### config.mk
export PLATFORM = sky130hd
export DESIGN_NAME = vgr_regbank_flat
export DESIGN_NICKNAME = d
export VERILOG_FILES = /design/src/logic/vgr_pkg.sv /design/src/logic/vgr_io_if.sv /design/src/logic/vgr_regbank.sv /design/src/flat_wrapper.sv
export SDC_FILE = /design/constraint.sdc
export NUM_CORES = 1
export LEC_CHECK = 0
export BUFFER_PORTS_ARGS = -buffer_cell sky130_fd_sc_hd__buf_2
export CAP_MARGIN = 20
export CELL_PAD_IN_SITES_DETAIL_PLACEMENT = 1
export CELL_PAD_IN_SITES_GLOBAL_PLACEMENT = 2
export CORE_ASPECT_RATIO = 1.75
export CORE_UTILIZATION = 25
export CTS_CLUSTER_DIAMETER = 80
export DETAILED_ROUTE_END_ITERATION = 10
export PLACE_DENSITY = 0.67
export SLEW_MARGIN = 20
export SYNTH_ARGS = -nofsm -noshare
export SYNTH_HDL_FRONTEND = slang
export SYNTH_SLANG_ARGS = --single-unit
### constraint.sdc
create_clock -name clk -period 5.4 [get_ports clk]
set_input_delay 0.54 -clock clk [delete_from_list [all_inputs] [get_ports clk]]
set_output_delay 0.54 -clock clk [all_outputs]
set_load 0.02 [all_outputs]
### src/logic/vgr_pkg.sv
`default_nettype none
package vgr_pkg;
	// -------------------------------------------------
	// I/O port addresses
	// -------------------------------------------------
	localparam logic [15:0] PORT_GLOBAL_EN   = 16'h0102;
	localparam logic [15:0] PORT_STAT2_MONO  = 16'h03ba;
	localparam logic [15:0] PORT_STAT2_COLOR = 16'h03da;
	localparam logic [15:0] PORT_ATTR        = 16'h03c0;
	localparam logic [15:0] PORT_MISC_WR     = 16'h03c2;
	localparam logic [15:0] PORT_BOARD_EN    = 16'h03c3;
	localparam logic [15:0] PORT_FEAT_RD     = 16'h03ca;
	localparam logic [15:0] PORT_MISC_RD     = 16'h03cc;
	localparam logic [15:0] PORT_GFX_INDEX   = 16'h03ce;
	localparam logic [15:0] PORT_GFX_DATA    = 16'h03cf;
	localparam logic [15:0] PORT_CARD_EN     = 16'h46e8;
	// -------------------------------------------------
	// Field positions
	// -------------------------------------------------
	localparam int MISC_VPOL   = 7;
	localparam int MISC_HPOL   = 6;
	localparam int MISC_PAGE   = 5;
	localparam int MISC_CLK_LO = 2;
	localparam int MISC_RAM    = 1;
	localparam int MISC_COLOR  = 0;
	localparam int FEAT_VSEL   = 3;
	localparam int CARD_SETUP  = 4;
	localparam int CARD_VIDEO  = 3;
	localparam int ATTR_SEL_LO = 4;
	localparam logic [4:0] ATTR_IDX_PLANE = 5'h12;
	localparam logic [3:0] GFX_LAST_IDX   = 4'h8;
	localparam int         GFX_REGS       = 9;
	// -------------------------------------------------
	// Fixed read values and reset values
	// -------------------------------------------------
	localparam logic [1:0] STAT2_FIXED  = 2'h2;
	localparam logic [7:0] UNMAPPED_RD  = 8'hff;
	localparam logic [7:0] MISC_RESET   = 8'h00;
	localparam logic [7:0] REG_RESET    = 8'h00;
	// -------------------------------------------------
	// Displayed line counts and clock choices
	// -------------------------------------------------
	localparam logic [9:0] LINES_NONE = 10'h000;
	localparam logic [9:0] LINES_400  = 10'h190;
	localparam logic [9:0] LINES_350  = 10'h15e;
	localparam logic [9:0] LINES_480  = 10'h1e0;
	typedef enum logic [1:0] {
		VGR_CLK_25M  = 2'h0,
		VGR_CLK_28M  = 2'h1,
		VGR_CLK_50M  = 2'h2,
		VGR_CLK_PLL  = 2'h3
	} vgr_clk_sel_t;
	// -------------------------------------------------
	// Host controller register map (AHB-Lite)
	// -------------------------------------------------
	localparam logic [7:0] HOST_CMD_OFS    = 8'h00;
	localparam logic [7:0] HOST_STATUS_OFS = 8'h04;
	localparam int CMD_DATA_LO = 16;
	localparam int CMD_WRITE   = 24;
	localparam int STAT_BUSY   = 0;
	localparam int STAT_RD_LO  = 8;
endpackage : vgr_pkg
`default_nettype wire

### src/logic/vgr_io_if.sv
`timescale 1ns/1ns
`default_nettype none
// Legacy I/O port cycle between host controller and register bank
interface vgr_io_if;
	logic        io_req;   // One-cycle request pulse
	logic        io_wr;    // 1 write, 0 read
	logic [15:0] io_addr;  // Port address
	logic [7:0]  io_wdata; // Write data
	logic        io_ack;   // One-cycle answer pulse
	logic [7:0]  io_rdata; // Read data, valid with io_ack
	modport dev (input io_req, io_wr, io_addr, io_wdata, output io_ack, io_rdata);
	modport host (output io_req, io_wr, io_addr, io_wdata, input io_ack, io_rdata);
endinterface : vgr_io_if
`default_nettype wire

### src/logic/vgr_regbank.sv
`timescale 1ns/1ns
`default_nettype none
module vgr_regbank (
	// Clock and reset
	input  wire logic        clk,
	input  wire logic        rst,
	// Port bus from host
	vgr_io_if.dev            io,
	// Status from video logic, same clock
	input  wire logic        irq_pending,
	input  wire logic        vretrace,
	input  wire logic        display_off,
	input  wire logic [7:0]  pixel_out,
	// Pins from feature connector and sense comparator
	input  wire logic [1:0]  feature_pin,
	input  wire logic        sense_pin,
	// Decoded controls to the display engine
	output logic             vsync_neg,
	output logic             hsync_neg,
	output logic [9:0]       display_lines,
	output logic             page_high,
	output vgr_pkg::vgr_clk_sel_t clk_select,
	output logic             ram_enable,
	output logic             color_base,
	output logic             vsync_select,
	output logic [1:0]       feature_ctl,
	output logic             board_video_en,
	output logic             setup_mode,
	output logic             card_video_en,
	output logic             global_en,
	output logic [1:0]       attr_pair_sel,
	output logic [7:0]       gfx_regs [vgr_pkg::GFX_REGS]
);
	// -------------------------------------------------
	// Storage
	// -------------------------------------------------
	logic [7:0] misc_q;        // Miscellaneous output
	logic [7:0] feat_q;        // Feature control bits 3 and 1:0
	logic       board_q;       // Board video enable
	logic [1:0] card_q;        // Setup mode, card video enable
	logic       global_q;      // Global subsystem enable
	logic [4:0] attr_idx_q;    // Attribute index
	logic       attr_data_q;   // 1: next attribute write is data
	logic [1:0] attr_sel_q;    // Pixel pair from attribute 0x12
	logic [3:0] gfx_idx_q;     // Graphics index
	logic [7:0] gfx_q [vgr_pkg::GFX_REGS];
	logic [1:0] feat_s1_q, feat_s2_q;   // Pin synchroniser
	logic       sense_s1_q, sense_s2_q; // Pin synchroniser
	logic       ack_q;
	logic [7:0] rdata_q;

	// -------------------------------------------------
	// Access decode
	// -------------------------------------------------
	logic [15:0] stat2_port;  // Follows the mono/colour choice
	logic        wr, rd;
	logic        hit_stat2, hit_gfx_ok;
	logic [1:0]  pix_pair;
	assign stat2_port = misc_q[vgr_pkg::MISC_COLOR] ? vgr_pkg::PORT_STAT2_COLOR
		: vgr_pkg::PORT_STAT2_MONO;
	assign wr         = io.io_req & io.io_wr;
	assign rd         = io.io_req & ~io.io_wr;
	assign hit_stat2  = io.io_addr == stat2_port;
	assign hit_gfx_ok = gfx_idx_q <= vgr_pkg::GFX_LAST_IDX;
	// Two of the eight pixel bits, pair picked by attribute 0x12
	assign pix_pair   = pixel_out[{attr_sel_q, 1'b0} +: 2];

	// -------------------------------------------------
	// Pin synchronisers
	// -------------------------------------------------
	// Feature connector and sense are asynchronous levels
	always_ff @(posedge clk) begin
		if (rst) begin
			feat_s1_q  <= 2'h0;
			feat_s2_q  <= 2'h0;
			sense_s1_q <= 1'b0;
			sense_s2_q <= 1'b0;
		end else begin
			feat_s1_q  <= feature_pin;
			feat_s2_q  <= feat_s1_q;
			sense_s1_q <= sense_pin;
			sense_s2_q <= sense_s1_q;
		end
	end

	// -------------------------------------------------
	// Miscellaneous output register
	// -------------------------------------------------
	always_ff @(posedge clk) begin
		if (rst) begin
			misc_q <= vgr_pkg::MISC_RESET;
		end else if (wr && io.io_addr == vgr_pkg::PORT_MISC_WR) begin
			misc_q <= io.io_wdata;
		end
	end

	// -------------------------------------------------
	// Feature control and subsystem enables
	// -------------------------------------------------
	always_ff @(posedge clk) begin
		if (rst) begin
			feat_q   <= vgr_pkg::REG_RESET;
			board_q  <= 1'b0;
			card_q   <= 2'h0;
			global_q <= 1'b0;
		end else if (wr) begin
			// Reserved bits are dropped on the way in
			if (hit_stat2) begin
				feat_q <= {4'h0, io.io_wdata[vgr_pkg::FEAT_VSEL], 1'b0, io.io_wdata[1:0]};
			end
			if (io.io_addr == vgr_pkg::PORT_BOARD_EN) begin
				board_q <= io.io_wdata[0];
			end
			if (io.io_addr == vgr_pkg::PORT_CARD_EN) begin
				card_q <= {io.io_wdata[vgr_pkg::CARD_SETUP], io.io_wdata[vgr_pkg::CARD_VIDEO]};
			end
			if (io.io_addr == vgr_pkg::PORT_GLOBAL_EN) begin
				global_q <= io.io_wdata[0];
			end
		end
	end

	// -------------------------------------------------
	// Attribute index/data flip-flop
	// -------------------------------------------------
	// Only the plane select index is kept here; the rest of the
	// attribute file lives in the attribute controller.
	always_ff @(posedge clk) begin
		if (rst) begin
			attr_idx_q  <= 5'h00;
			attr_data_q <= 1'b0;
			attr_sel_q  <= 2'h0;
		end else if (rd && hit_stat2) begin
			attr_data_q <= 1'b0;
		end else if (wr && io.io_addr == vgr_pkg::PORT_ATTR) begin
			attr_data_q <= ~attr_data_q;
			if (!attr_data_q) begin
				attr_idx_q <= io.io_wdata[4:0];
			end else if (attr_idx_q == vgr_pkg::ATTR_IDX_PLANE) begin
				attr_sel_q <= io.io_wdata[vgr_pkg::ATTR_SEL_LO +: 2];
			end
		end
	end

	// -------------------------------------------------
	// Graphics controller index and data
	// -------------------------------------------------
	always_ff @(posedge clk) begin
		if (rst) begin
			gfx_idx_q <= 4'h0;
		end else if (wr && io.io_addr == vgr_pkg::PORT_GFX_INDEX) begin
			gfx_idx_q <= io.io_wdata[3:0];
		end
	end

	// Data writes beyond index 8 fall on nothing
	for (genvar g = 0; g < vgr_pkg::GFX_REGS; g++) begin : g_gfx
		always_ff @(posedge clk) begin
			if (rst) begin
				gfx_q[g] <= vgr_pkg::REG_RESET;
			end else if (wr && io.io_addr == vgr_pkg::PORT_GFX_DATA && gfx_idx_q == 4'(g)) begin
				gfx_q[g] <= io.io_wdata;
			end
		end
	end

	// -------------------------------------------------
	// Read mux and answer
	// -------------------------------------------------
	// Every request is answered two cycles later; status bits
	// are sampled at the request edge.
	always_ff @(posedge clk) begin
		if (rst) begin
			ack_q   <= 1'b0;
			rdata_q <= 8'h00;
		end else begin
			ack_q <= io.io_req;
			if (rd) begin
				if (hit_stat2) begin
					rdata_q <= {2'h0, pix_pair, vretrace, vgr_pkg::STAT2_FIXED, display_off};
				end else begin
					unique case (io.io_addr)
						vgr_pkg::PORT_MISC_WR:
							rdata_q <= {irq_pending, feat_s2_q, sense_s2_q, 4'h0};
						vgr_pkg::PORT_FEAT_RD:
							rdata_q <= {2'h0, pix_pair, feat_q[3:0]};
						vgr_pkg::PORT_MISC_RD:
							rdata_q <= misc_q;
						vgr_pkg::PORT_BOARD_EN:
							rdata_q <= {7'h00, board_q};
						vgr_pkg::PORT_CARD_EN, vgr_pkg::PORT_GLOBAL_EN:
							rdata_q <= 8'h00; // Write-only bits read zero
						vgr_pkg::PORT_ATTR:
							rdata_q <= {3'h0, attr_idx_q};
						vgr_pkg::PORT_GFX_INDEX:
							rdata_q <= {4'h0, gfx_idx_q};
						vgr_pkg::PORT_GFX_DATA:
							rdata_q <= hit_gfx_ok ? gfx_q[gfx_idx_q] : 8'h00;
						default:
							rdata_q <= vgr_pkg::UNMAPPED_RD; // Floating bus
					endcase
				end
			end
		end
	end

	// -------------------------------------------------
	// Decoded control outputs
	// -------------------------------------------------
	// Registered once more so every output leaves a flop
	always_ff @(posedge clk) begin
		if (rst) begin
			vsync_neg     <= 1'b0;
			hsync_neg     <= 1'b0;
			display_lines <= vgr_pkg::LINES_NONE;
			page_high     <= 1'b0;
			clk_select    <= vgr_pkg::VGR_CLK_25M;
			ram_enable    <= 1'b0;
			color_base    <= 1'b0;
		end else begin
			vsync_neg  <= misc_q[vgr_pkg::MISC_VPOL];
			hsync_neg  <= misc_q[vgr_pkg::MISC_HPOL];
			unique case (misc_q[7:6])
				2'h1:    display_lines <= vgr_pkg::LINES_400;
				2'h2:    display_lines <= vgr_pkg::LINES_350;
				2'h3:    display_lines <= vgr_pkg::LINES_480;
				default: display_lines <= vgr_pkg::LINES_NONE; // Reserved code
			endcase
			// Meaningful to memory logic only in odd/even mode
			page_high  <= misc_q[vgr_pkg::MISC_PAGE];
			clk_select <= vgr_pkg::vgr_clk_sel_t'(misc_q[vgr_pkg::MISC_CLK_LO +: 2]);
			ram_enable <= misc_q[vgr_pkg::MISC_RAM];
			color_base <= misc_q[vgr_pkg::MISC_COLOR];
		end
	end

	always_ff @(posedge clk) begin
		if (rst) begin
			vsync_select   <= 1'b0;
			feature_ctl    <= 2'h0;
			board_video_en <= 1'b0;
			setup_mode     <= 1'b0;
			card_video_en  <= 1'b0;
			global_en      <= 1'b0;
			attr_pair_sel  <= 2'h0;
			io.io_ack      <= 1'b0;
			io.io_rdata    <= 8'h00;
		end else begin
			vsync_select   <= feat_q[vgr_pkg::FEAT_VSEL];
			feature_ctl    <= feat_q[1:0];
			board_video_en <= board_q;
			setup_mode     <= card_q[1];
			card_video_en  <= card_q[0];
			global_en      <= global_q;
			attr_pair_sel  <= attr_sel_q;
			io.io_ack      <= ack_q;
			io.io_rdata    <= rdata_q;
		end
	end

	for (genvar g = 0; g < vgr_pkg::GFX_REGS; g++) begin : g_gfx_out
		always_ff @(posedge clk) begin
			if (rst) begin
				gfx_regs[g] <= vgr_pkg::REG_RESET;
			end else begin
				gfx_regs[g] <= gfx_q[g];
			end
		end
	end
endmodule : vgr_regbank
`default_nettype wire

### src/flat_wrapper.sv
// flat-port wrapper written by rule: the top's interface ports become plain ports
module vgr_regbank_flat 
  (clk, rst, irq_pending, vretrace, display_off, pixel_out, feature_pin, sense_pin, vsync_neg, hsync_neg, display_lines, page_high, clk_select, ram_enable, color_base, vsync_select, feature_ctl, board_video_en, setup_mode, card_video_en, global_en, attr_pair_sel, gfx_regs, io_io_req, io_io_wr, io_io_addr, io_io_wdata, io_io_ack, io_io_rdata);
  vgr_io_if io_i ();
  input  wire logic clk;
  input  wire logic rst;
  input  wire logic irq_pending;
  input  wire logic vretrace;
  input  wire logic display_off;
  input  wire logic [7:0] pixel_out;
  input  wire logic [1:0] feature_pin;
  input  wire logic sense_pin;
  output logic vsync_neg;
  output logic hsync_neg;
  output logic [9:0] display_lines;
  output logic page_high;
  output vgr_pkg::vgr_clk_sel_t clk_select;
  output logic ram_enable;
  output logic color_base;
  output logic vsync_select;
  output logic [1:0] feature_ctl;
  output logic board_video_en;
  output logic setup_mode;
  output logic card_video_en;
  output logic global_en;
  output logic [1:0] attr_pair_sel;
  output logic [7:0] gfx_regs[vgr_pkg::GFX_REGS];
  input wire logic [$bits(io_i.io_req)-1:0] io_io_req;
  input wire logic [$bits(io_i.io_wr)-1:0] io_io_wr;
  input wire logic [$bits(io_i.io_addr)-1:0] io_io_addr;
  input wire logic [$bits(io_i.io_wdata)-1:0] io_io_wdata;
  output wire logic [$bits(io_i.io_ack)-1:0] io_io_ack;
  output wire logic [$bits(io_i.io_rdata)-1:0] io_io_rdata;
  assign io_i.io_req = io_io_req;
  assign io_i.io_wr = io_io_wr;
  assign io_i.io_addr = io_io_addr;
  assign io_i.io_wdata = io_io_wdata;
  assign io_io_ack = io_i.io_ack;
  assign io_io_rdata = io_i.io_rdata;
  vgr_regbank u_core (.clk(clk), .rst(rst), .io(io_i), .irq_pending(irq_pending), .vretrace(vretrace), .display_off(display_off), .pixel_out(pixel_out), .feature_pin(feature_pin), .sense_pin(sense_pin), .vsync_neg(vsync_neg), .hsync_neg(hsync_neg), .display_lines(display_lines), .page_high(page_high), .clk_select(clk_select), .ram_enable(ram_enable), .color_base(color_base), .vsync_select(vsync_select), .feature_ctl(feature_ctl), .board_video_en(board_video_en), .setup_mode(setup_mode), .card_video_en(card_video_en), .global_en(global_en), .attr_pair_sel(attr_pair_sel), .gfx_regs(gfx_regs));
endmodule
==> impl_summary.log, run 1 <==
[metrics] run status: finished, final reports clean
[metrics] static power due to leakage: 4.11 nW
[metrics] Mapped Cells: 706
[metrics] Mean Syn Cell Area: 12.2 um2
[metrics] cell class contributing the biggest share of worst-path delay: simple AND/OR/NAND/NOR gates
[metrics] wire length of the first global-routing pass: 36400 um
[metrics] count of inserted antenna diode cells: 0
[metrics] Setup violations, final: 0
[metrics] total power per unit cell area: 334 nW/um2
[metrics] most common cell in the netlist: sky130_fd_sc_hd__dfxtp_1
[metrics] clock tree from TritonCTS: yes
[metrics] Port Buffer Count: 146
[metrics] DRC Markers: 0
[metrics] CP peak stage delay: 0.61 ns
[metrics] proportion of layout cells with a drive suffix above 1: 28.1%
[metrics] worst rel slew slack: 35.2%
[metrics] crit end category: flip-flop
[metrics] PostCTS Resize Cnt: 0
[metrics] WS Path Type: input pin to flip-flop
[metrics] Worst setup SP type: input pin
[metrics] setup TNS: 0 ns
[metrics] std cell rows: 89
[metrics] summed instance area of the synthesized netlist: 8580 um2
[metrics] fraction of the cycle the final worst path needs: 48.9%
[metrics] Synth top area share: 34.8%
[metrics] cell type with the largest total area after synthesis: sky130_fd_sc_hd__dfxtp_1
[metrics] overall die width: 142 um
[metrics] # Max-Cap Violations: 0
[metrics] Max Fclk: 379 MHz
[metrics] top cell types by occurrence after synthesis: sky130_fd_sc_hd__dfxtp_1 (149), sky130_fd_sc_hd__nor2b_1 (109), sky130_fd_sc_hd__and2_1 (72), sky130_fd_sc_hd__edfxtp_1 (72), sky130_fd_sc_hd__nor2_1 (42)
[metrics] number of antenna violations at the first check in global routing: 0
[metrics] clock latency reported for the late side of the worst-skew pair: 0.52 ns
[metrics] number of nets with antenna violations after detailed routing: 0
[metrics] number of global-route vias before repair: 5967
[metrics] overall via count from detail_route: 5552
[metrics] multi-input logic area: 3230 um2
[metrics] Final Net Count: 882
[metrics] detailed-route wire length per cell: 18.8 um
[metrics] predominant post-synthesis flop cell: sky130_fd_sc_hd__dfxtp_1
[metrics] cell at the slowest stage of the critical path: sky130_fd_sc_hd__or4_4
[metrics] number of max-slew violations in the final report: 0
[metrics] VDD IR-drop max: 0.187 mV
[metrics] Post-CTS Setup Bufs: 0
[metrics] top post-synthesis cells by area: sky130_fd_sc_hd__dfxtp_1 (35%), sky130_fd_sc_hd__edfxtp_1 (25%), sky130_fd_sc_hd__nor2b_1 (7.9%), sky130_fd_sc_hd__and2_1 (5.2%), sky130_fd_sc_hd__mux4_2 (4.7%)
[metrics] Clock Sink Count: 221
[metrics] Initial DRC Count: 194
[metrics] Top Ports: 149
[metrics] number of enable-type register cells in the synthesized netlist: 72
[metrics] gpl congestion: 0.838
[metrics] maximum root-to-sink buffer count: 3
[metrics] clock transition at the registers of the reported paths: 0.06 ns
[metrics] Synth cell types: 69
[metrics] Total GRT Usage: 14.2%
[metrics] Worst-Margin Slew: 0.970 ns
[metrics] Final Routed Wirelength: 24600 um
[metrics] proportion of register bits with asynchronous set or reset after synthesis: 0%
[metrics] via count normalized by instance count: 4.24
[metrics] setup repair after global routing missed its margin: no
[metrics] crit-path cells: buf_2 > or4b_4 > or4_4 > or2_4 > nor3_2 > a21o_1
[metrics] critical-path maximum fanout: 8
[metrics] largest net degree at the start of global routing: 79
[metrics] growth of design area from synthesis to finish: 21.6%
[metrics] Yosys warnings: 0
[metrics] Setup Skew: 0.0137 ns
[metrics] core outline area: 33700 um2
[metrics] flip-flop and latch count after synthesis: 221
[metrics] min cycle time layout: 2.64 ns
[metrics] HPWL reported at the end of detailed placement: 18600 um
[metrics] Chip Height: 247 um
[metrics] count of buffer and inverter cells on the critical path: 1
[metrics] hold crit path type: input pin to flip-flop
[metrics] end-of-flow core utilization: 30.9%
[metrics] overall die area: 35100 um2
[metrics] FF+latch area: 5150 um2
[metrics] sequential cell area fraction in the yosys report: 59.9%
[metrics] cell at the root of the clock tree: sky130_fd_sc_hd__clkbuf_16
[metrics] CTS Hold Buffers Added: 0
[metrics] data required time at the worst endpoint: 5.58 ns
[metrics] starting utilization of the core area: 25.4%
[metrics] Detailed Routing Iterations Pass 1: 4
[metrics] Inserted Clock Buffers: 23
[metrics] final hold vios: 0
[metrics] total global routing overflow: 0
[metrics] CP Data Arrival Time: 2.82 ns
[metrics] number of H-tree levels: 1
[metrics] final-layout fill cell count: 3723
final timing paths:
| path | end | slack [ns] | cells past startpoint | startpoint |
|---|---|---|---|---|
| setup / recovery | u_core.gfx_q[0][7] | 2.76 | 6 | io_io_addr[5] |
| hold / removal | u_core.feat_s1_q[0] | 0.23 | 2 | feature_pin[0] |
| setup reg to reg | u_core.rdata_q[5] | 2.82 | 5 | flip-flop |
| hold reg to reg | u_core.feat_s2_q[0] | 0.44 | 1 | u_core.feat_s1_q[0] |
where the power goes:
group          internal (mW)  leakage (nW)  switching (mW)
clock network          0.836         0.360           0.689
registers               1.76          1.96          0.0229
logic                 0.0589          1.79           0.120
per-layer routing:
layer / vias up / share of wire (%) / track usage (%)
li1: 2695 / - / -
met1: 2714 / 36 / 14.2
met2: 115 / 59 / 29.4
met3: 28 / 3.2 / 1.32
met4: 0 / 2.0 / 5.00
met5: - / 0 / 0
cells in the final DEF (no fill, tap or decap), types with 5 or more instances in the layout:
| cell type | n |
|---|---|
| sky130_fd_sc_hd__dfxtp_1 | 148 |
| sky130_fd_sc_hd__buf_2 | 145 |
| sky130_fd_sc_hd__nor2b_1 | 109 |
| sky130_fd_sc_hd__and2_1 | 72 |
| sky130_fd_sc_hd__edfxtp_1 | 72 |
| sky130_fd_sc_hd__nor2_1 | 42 |
| sky130_fd_sc_hd__mux2i_1 | 34 |
| sky130_fd_sc_hd__clkbuf_16 | 24 |
| sky130_fd_sc_hd__nand2_1 | 20 |
| sky130_fd_sc_hd__mux4_2 | 18 |
| sky130_fd_sc_hd__nand2b_1 | 10 |
| sky130_fd_sc_hd__a21o_1 | 9 |
| sky130_fd_sc_hd__nor3_1 | 9 |
| sky130_fd_sc_hd__inv_1 | 8 |
| sky130_fd_sc_hd__o21ai_0 | 8 |
| sky130_fd_sc_hd__nor2_2 | 6 |
| sky130_fd_sc_hd__nand3_1 | 6 |
| sky130_fd_sc_hd__mux2_2 | 5 |
| sky130_fd_sc_hd__clkinv_2 | 5 |
state kept, by name, summed over array words and instances (netlist names), 3 cells and up, named ones only:
register / count
u_core.display_lines: 6
u_core.feat_q: 3
gfx_regs: 65
u_core.io.io_rdata: 8
u_core.gfx_idx_q: 4
u_core.misc_q: 8
u_core.gfx_regs: 7
u_core.rdata_q: 8
u_core.gfx_q: 72
u_core.attr_idx_q: 5
cells by family (layout without fill, tap and decap cells):
kind of cell             after synthesis  in the layout  synth area share [%]
adder cells (fa/ha/maj)                4              4                 0.583
flip-flops                           221            221                  59.9
AO/OA/AOI/OAI                         55             55                  4.71
multiplexers                          57             57                  9.34
buffers and inverters                 51            197                  2.52
other                                  1              2                0.0437
AND/OR/NAND/NOR                      317            317                  22.9
metrics by stage:
| step | total power, mW | cells | hold slack (ns) | instance area, um2 | setup slack [ns] |
|---|---|---|---|---|---|
| after floorplan | 1.92 | 707 | 0.414 | 8590 | 2.56 |
| after global placement | 2.00 | 1266 | 0.418 | 9710 | 2.23 |
| after detailed placement | 2.01 | 1266 | 0.431 | 9710 | 2.21 |
| after CTS | 3.56 | 1308 | 0.205 | 10400 | 2.69 |
| after global routing | 3.62 | 1308 | 0.239 | 10400 | 2.65 |
| final | 3.49 | 1308 | 0.225 | 10400 | 2.76 |
area by class of cell:
type / count / share of cell area [%]
well taps: 455 / 5.45
multi-input cells: 435 / 30.9
clock buffers: 27 / 5.96
flip-flops and latches: 221 / 49.3
repair buffers: 148 / 7.17
clock inverters: 15 / 0.959
inverters: 7 / 0.252
worst reg2reg max path, cell delays in order, from the launching register on:
cell	delay [ns]
sky130_fd_sc_hd__dfxtp_1	0.96
sky130_fd_sc_hd__mux4_2	0.61
sky130_fd_sc_hd__mux2_2	0.30
sky130_fd_sc_hd__o211ai_1	0.23
sky130_fd_sc_hd__and4b_1	0.27
sky130_fd_sc_hd__o22ai_2	0.08
(Power assumes the default switching activity.)
==> run 2: changes to the inputs <==
- ABC_AREA: default -> 1
- PLACE_DENSITY: 0.67 -> 0.72
- clock period: 5.4 -> 2.6 ns (I/O delays scaled with it)
==> run 2 against run 1 <==
  * Total power up 120%
  * Clock skew hardly changed
  * Via count grew 24%
  * Die area rose by 1.1%
  * Critical endpoint is now u_core.rdata_q[1]
  * Count of clock-buffer cells in the layout is 7 higher
  * Highest routed layer unchanged
  * Worst setup slack lost 2.1 ns
==> impl_summary.log, run 2 <==
[metrics] Non-Filler Instances: 1633
[metrics] number of antenna violations at the first check in global routing: 0
[metrics] Worst Hold Launch: rst
[metrics] met3 capacity usage during global routing: 1.83%
[metrics] Max Fclk: 505 MHz
[metrics] r2r setup slk: 0.62 ns
[metrics] maximum root-to-sink buffer count: 3
[metrics] top cell types by occurrence after synthesis: sky130_fd_sc_hd__nor2_1 (244), sky130_fd_sc_hd__dfxtp_1 (149), sky130_fd_sc_hd__inv_1 (145), sky130_fd_sc_hd__nand2_1 (109), sky130_fd_sc_hd__edfxtp_1 (72)
[metrics] dpl cells: 1588
[metrics] Setup Skew: 0.0138 ns
[metrics] most heavily used metal layer in global routing: met2
[metrics] worst rel slew slack: 64.2%
[metrics] overall die area: 35500 um2
[metrics] number of flip-flops under the largest register name: 72
[metrics] number of nets with antenna violations after detailed routing: 0
[metrics] std cell rows: 89
[metrics] Yosys warnings: 0
[metrics] core outline area: 34000 um2
[metrics] setup repair after global routing missed its margin: no
[metrics] summed instance area of the synthesized netlist: 8680 um2
[metrics] cell type with the largest total area after synthesis: sky130_fd_sc_hd__dfxtp_1
[metrics] Mean Syn Cell Area: 8.63 um2
[metrics] Chip Height: 248 um
[metrics] Final Routed Wirelength: 26800 um
[metrics] number of max-slew violations in the final report: 0
[metrics] proportion of layout cells with a drive suffix above 1: 20.0%
[metrics] largest net degree at the start of global routing: 55
[metrics] cell at the root of the clock tree: sky130_fd_sc_hd__clkbuf_16
[metrics] count of inserted antenna diode cells: 0
[metrics] overall die width: 143 um
[metrics] WS Path Type: flip-flop to flip-flop
[metrics] Final Net Count: 1208
[metrics] CP Data Arrival Time: 2.45 ns
[metrics] Port Buffer Count: 146
[metrics] hold crit path type: input pin to flip-flop
[metrics] total global routing overflow: 0
[metrics] most common library cell in the layout ignoring fill and taps: sky130_fd_sc_hd__nor2_1
[metrics] largest reg by FF count: u_core.gfx_q
[metrics] Post-CTS Setup Bufs: 0
[metrics] DRC Markers: 0
[metrics] global routing met2 resource utilization: 31.1%
[metrics] top library cells by usage in the layout, fill and taps aside: sky130_fd_sc_hd__nor2_1 (244), sky130_fd_sc_hd__dfxtp_1 (149), sky130_fd_sc_hd__inv_1 (145), sky130_fd_sc_hd__buf_2 (145), sky130_fd_sc_hd__nand2_1 (109)
[metrics] Top Ports: 149
[metrics] met1 usage: 15.5%
[metrics] Worst-Margin Slew: 0.533 ns
[metrics] Clock Sink Count: 221
[metrics] largest registers: u_core.gfx_q x72, gfx_regs x65
[metrics] clock tree from TritonCTS: yes
[metrics] critical-path maximum fanout: 54
[metrics] static power due to leakage: 4.86 nW
[metrics] flip-flop and latch count after synthesis: 221
[metrics] predominant post-synthesis flop cell: sky130_fd_sc_hd__dfxtp_1
[metrics] crit end category: flip-flop
[metrics] proportion of register bits with asynchronous set or reset after synthesis: 0%
[metrics] Total GRT Usage: 15.5%
[metrics] via count normalized by instance count: 4.21
[metrics] Initial DRC Count: 306
[metrics] Synth top area share: 34.4%
[metrics] clock latency reported for the late side of the worst-skew pair: 0.53 ns
[metrics] number of enable-type register cells in the synthesized netlist: 72
[metrics] setup TNS: 0 ns
[metrics] sequential cell area fraction in the yosys report: 59.3%
[metrics] Worst setup SP type: flip-flop
[metrics] fraction of the cycle the final worst path needs: 76.1%
[metrics] Setup violations, final: 0
[metrics] number of global-route vias before repair: 7297
[metrics] run status: finished, final reports clean
[metrics] clock transition at the registers of the reported paths: 0.07 ns
[metrics] HPWL reported at the end of detailed placement: 20900 um
[metrics] min cycle time layout: 1.98 ns
[metrics] VDD IR-drop max: 0.362 mV
[metrics] starting utilization of the core area: 25.5%
[metrics] gpl congestion: 0.840
[metrics] Synth cell types: 39
[metrics] most common cell in the netlist: sky130_fd_sc_hd__nor2_1
[metrics] wire length of the first global-routing pass: 41400 um
[metrics] top post-synthesis cells by area: sky130_fd_sc_hd__dfxtp_1 (34%), sky130_fd_sc_hd__edfxtp_1 (25%), sky130_fd_sc_hd__nor2_1 (11%), sky130_fd_sc_hd__inv_1 (6.3%), sky130_fd_sc_hd__nand2_1 (4.7%)
[metrics] number of H-tree levels: 1
[metrics] final-layout fill cell count: 4047
[metrics] growth of design area from synthesis to finish: 24.6%
[metrics] data required time at the worst endpoint: 3.08 ns
[metrics] Inserted Clock Buffers: 23
[metrics] final hold vios: 0
[metrics] Detailed Routing Iterations Pass 1: 6
[metrics] # Max-Cap Violations: 0
[metrics] overall via count from detail_route: 6874
[metrics] total power per unit cell area: 711 nW/um2
[metrics] detailed-route wire length per cell: 16.4 um
[metrics] Mapped Cells: 1005
-- run 2: changes by cell type after synthesis, moves of 48 or more --
cell | before | now
sky130_fd_sc_hd__inv_1 | 7 | 145
sky130_fd_sc_hd__nand3_1 | 6 | 66
sky130_fd_sc_hd__o21ai_0 | 8 | 56
sky130_fd_sc_hd__nor2_1 | 42 | 244
sky130_fd_sc_hd__nor2b_1 | 109 | 0
sky130_fd_sc_hd__nand2_1 | 20 | 109
sky130_fd_sc_hd__and2_1 | 72 | 0
-- run 2: layout make-up --
type / count / area (um2) / share of cell area, %
inverter: 156 / 586 / 5.42
multi-input combinational: 592 / 2780 / 25.7
tap: 455 / 569 / 5.27
clock inverter: 7 / 119 / 1.10
timing repair buffer: 168 / 908 / 8.40
sequential: 221 / 5140 / 47.6
clock buffer: 34 / 707 / 6.54
-- run 2: metrics by stage --
| stage | utilization (%) | total power, mW | setup WS (ns) | instance area (um2) | hold slack [ns] |
|---|---|---|---|---|---|
| 3_3_place_gp | 29.3 | 4.22 | 0.447 | 9950 | 0.394 |
| 6_report | 31.8 | 7.69 | 0.622 | 10800 | 0.0446 |
| 3_5_place_dp | 29.3 | 4.23 | 0.354 | 9950 | 0.399 |
| 2_1_floorplan | - | 4.02 | 0.588 | 8680 | 0.367 |
| 4_1_cts | 31.8 | 7.80 | 0.602 | 10800 | 0.0299 |
| 5_1_grt | 31.8 | 7.97 | 0.468 | 10800 | 0.0401 |
-- run 2: logic make-up after synthesis --
| family | count (synthesis) | share of synthesized area [%] |
|---|---|---|
| simple gates | 463 | 23.7 |
| fa+ha+maj | 4 | 0.577 |
| flops | 221 | 59.3 |
| other cells | 1 | 0.0432 |
| buf+inv | 193 | 8.74 |
| compound gates | 123 | 7.64 |
-- run 2: path summary, 6_finish.rpt --
kind	endpoint	cells after the start
worst max-delay path	u_core.rdata_q[1]	11
worst min-delay path	u_core.sense_s1_q	2
worst max register to register	u_core.rdata_q[1]	11
worst min register to register	u_core.sense_s2_q	2
-- run 2: where the power goes --
group          total (mW)  leakage (nW)  internal (mW)  switching, mW
Sequential           3.71          1.94           3.67         0.0423
Clock                3.55         0.401           2.18           1.37
Combinational       0.430          2.52          0.121          0.309
Total                7.69          4.86           5.96           1.72
-- run 2: metal layers --
layer	wire, um	share of wire, %
met5	0	0
met4	851	3.2
met3	979	3.7
met2	15200	57
met1	9770	36
-- run 2: repair_timing --
action	CTS	global route
gates resized for setup	0	0
hold endpoints to repair	4	0
hold buffers	4	0
endpoints found under the setup margin	0	0
-- run 2: worst max-delay path: stages (launching register included) --
cell and delay (ns):
sky130_fd_sc_hd__dfxtp_1 0.33, sky130_fd_sc_hd__buf_4 0.44, sky130_fd_sc_hd__a21oi_1 0.14, sky130_fd_sc_hd__o21ai_0 0.13, sky130_fd_sc_hd__nand3_1 0.23, sky130_fd_sc_hd__nand2_1 0.13
sky130_fd_sc_hd__nand2_1 0.05, sky130_fd_sc_hd__o21ai_0 0.09, sky130_fd_sc_hd__nand2_1 0.09, sky130_fd_sc_hd__nand3_1 0.11, sky130_fd_sc_hd__nand2_1 0.10, sky130_fd_sc_hd__nand2_1 0.07
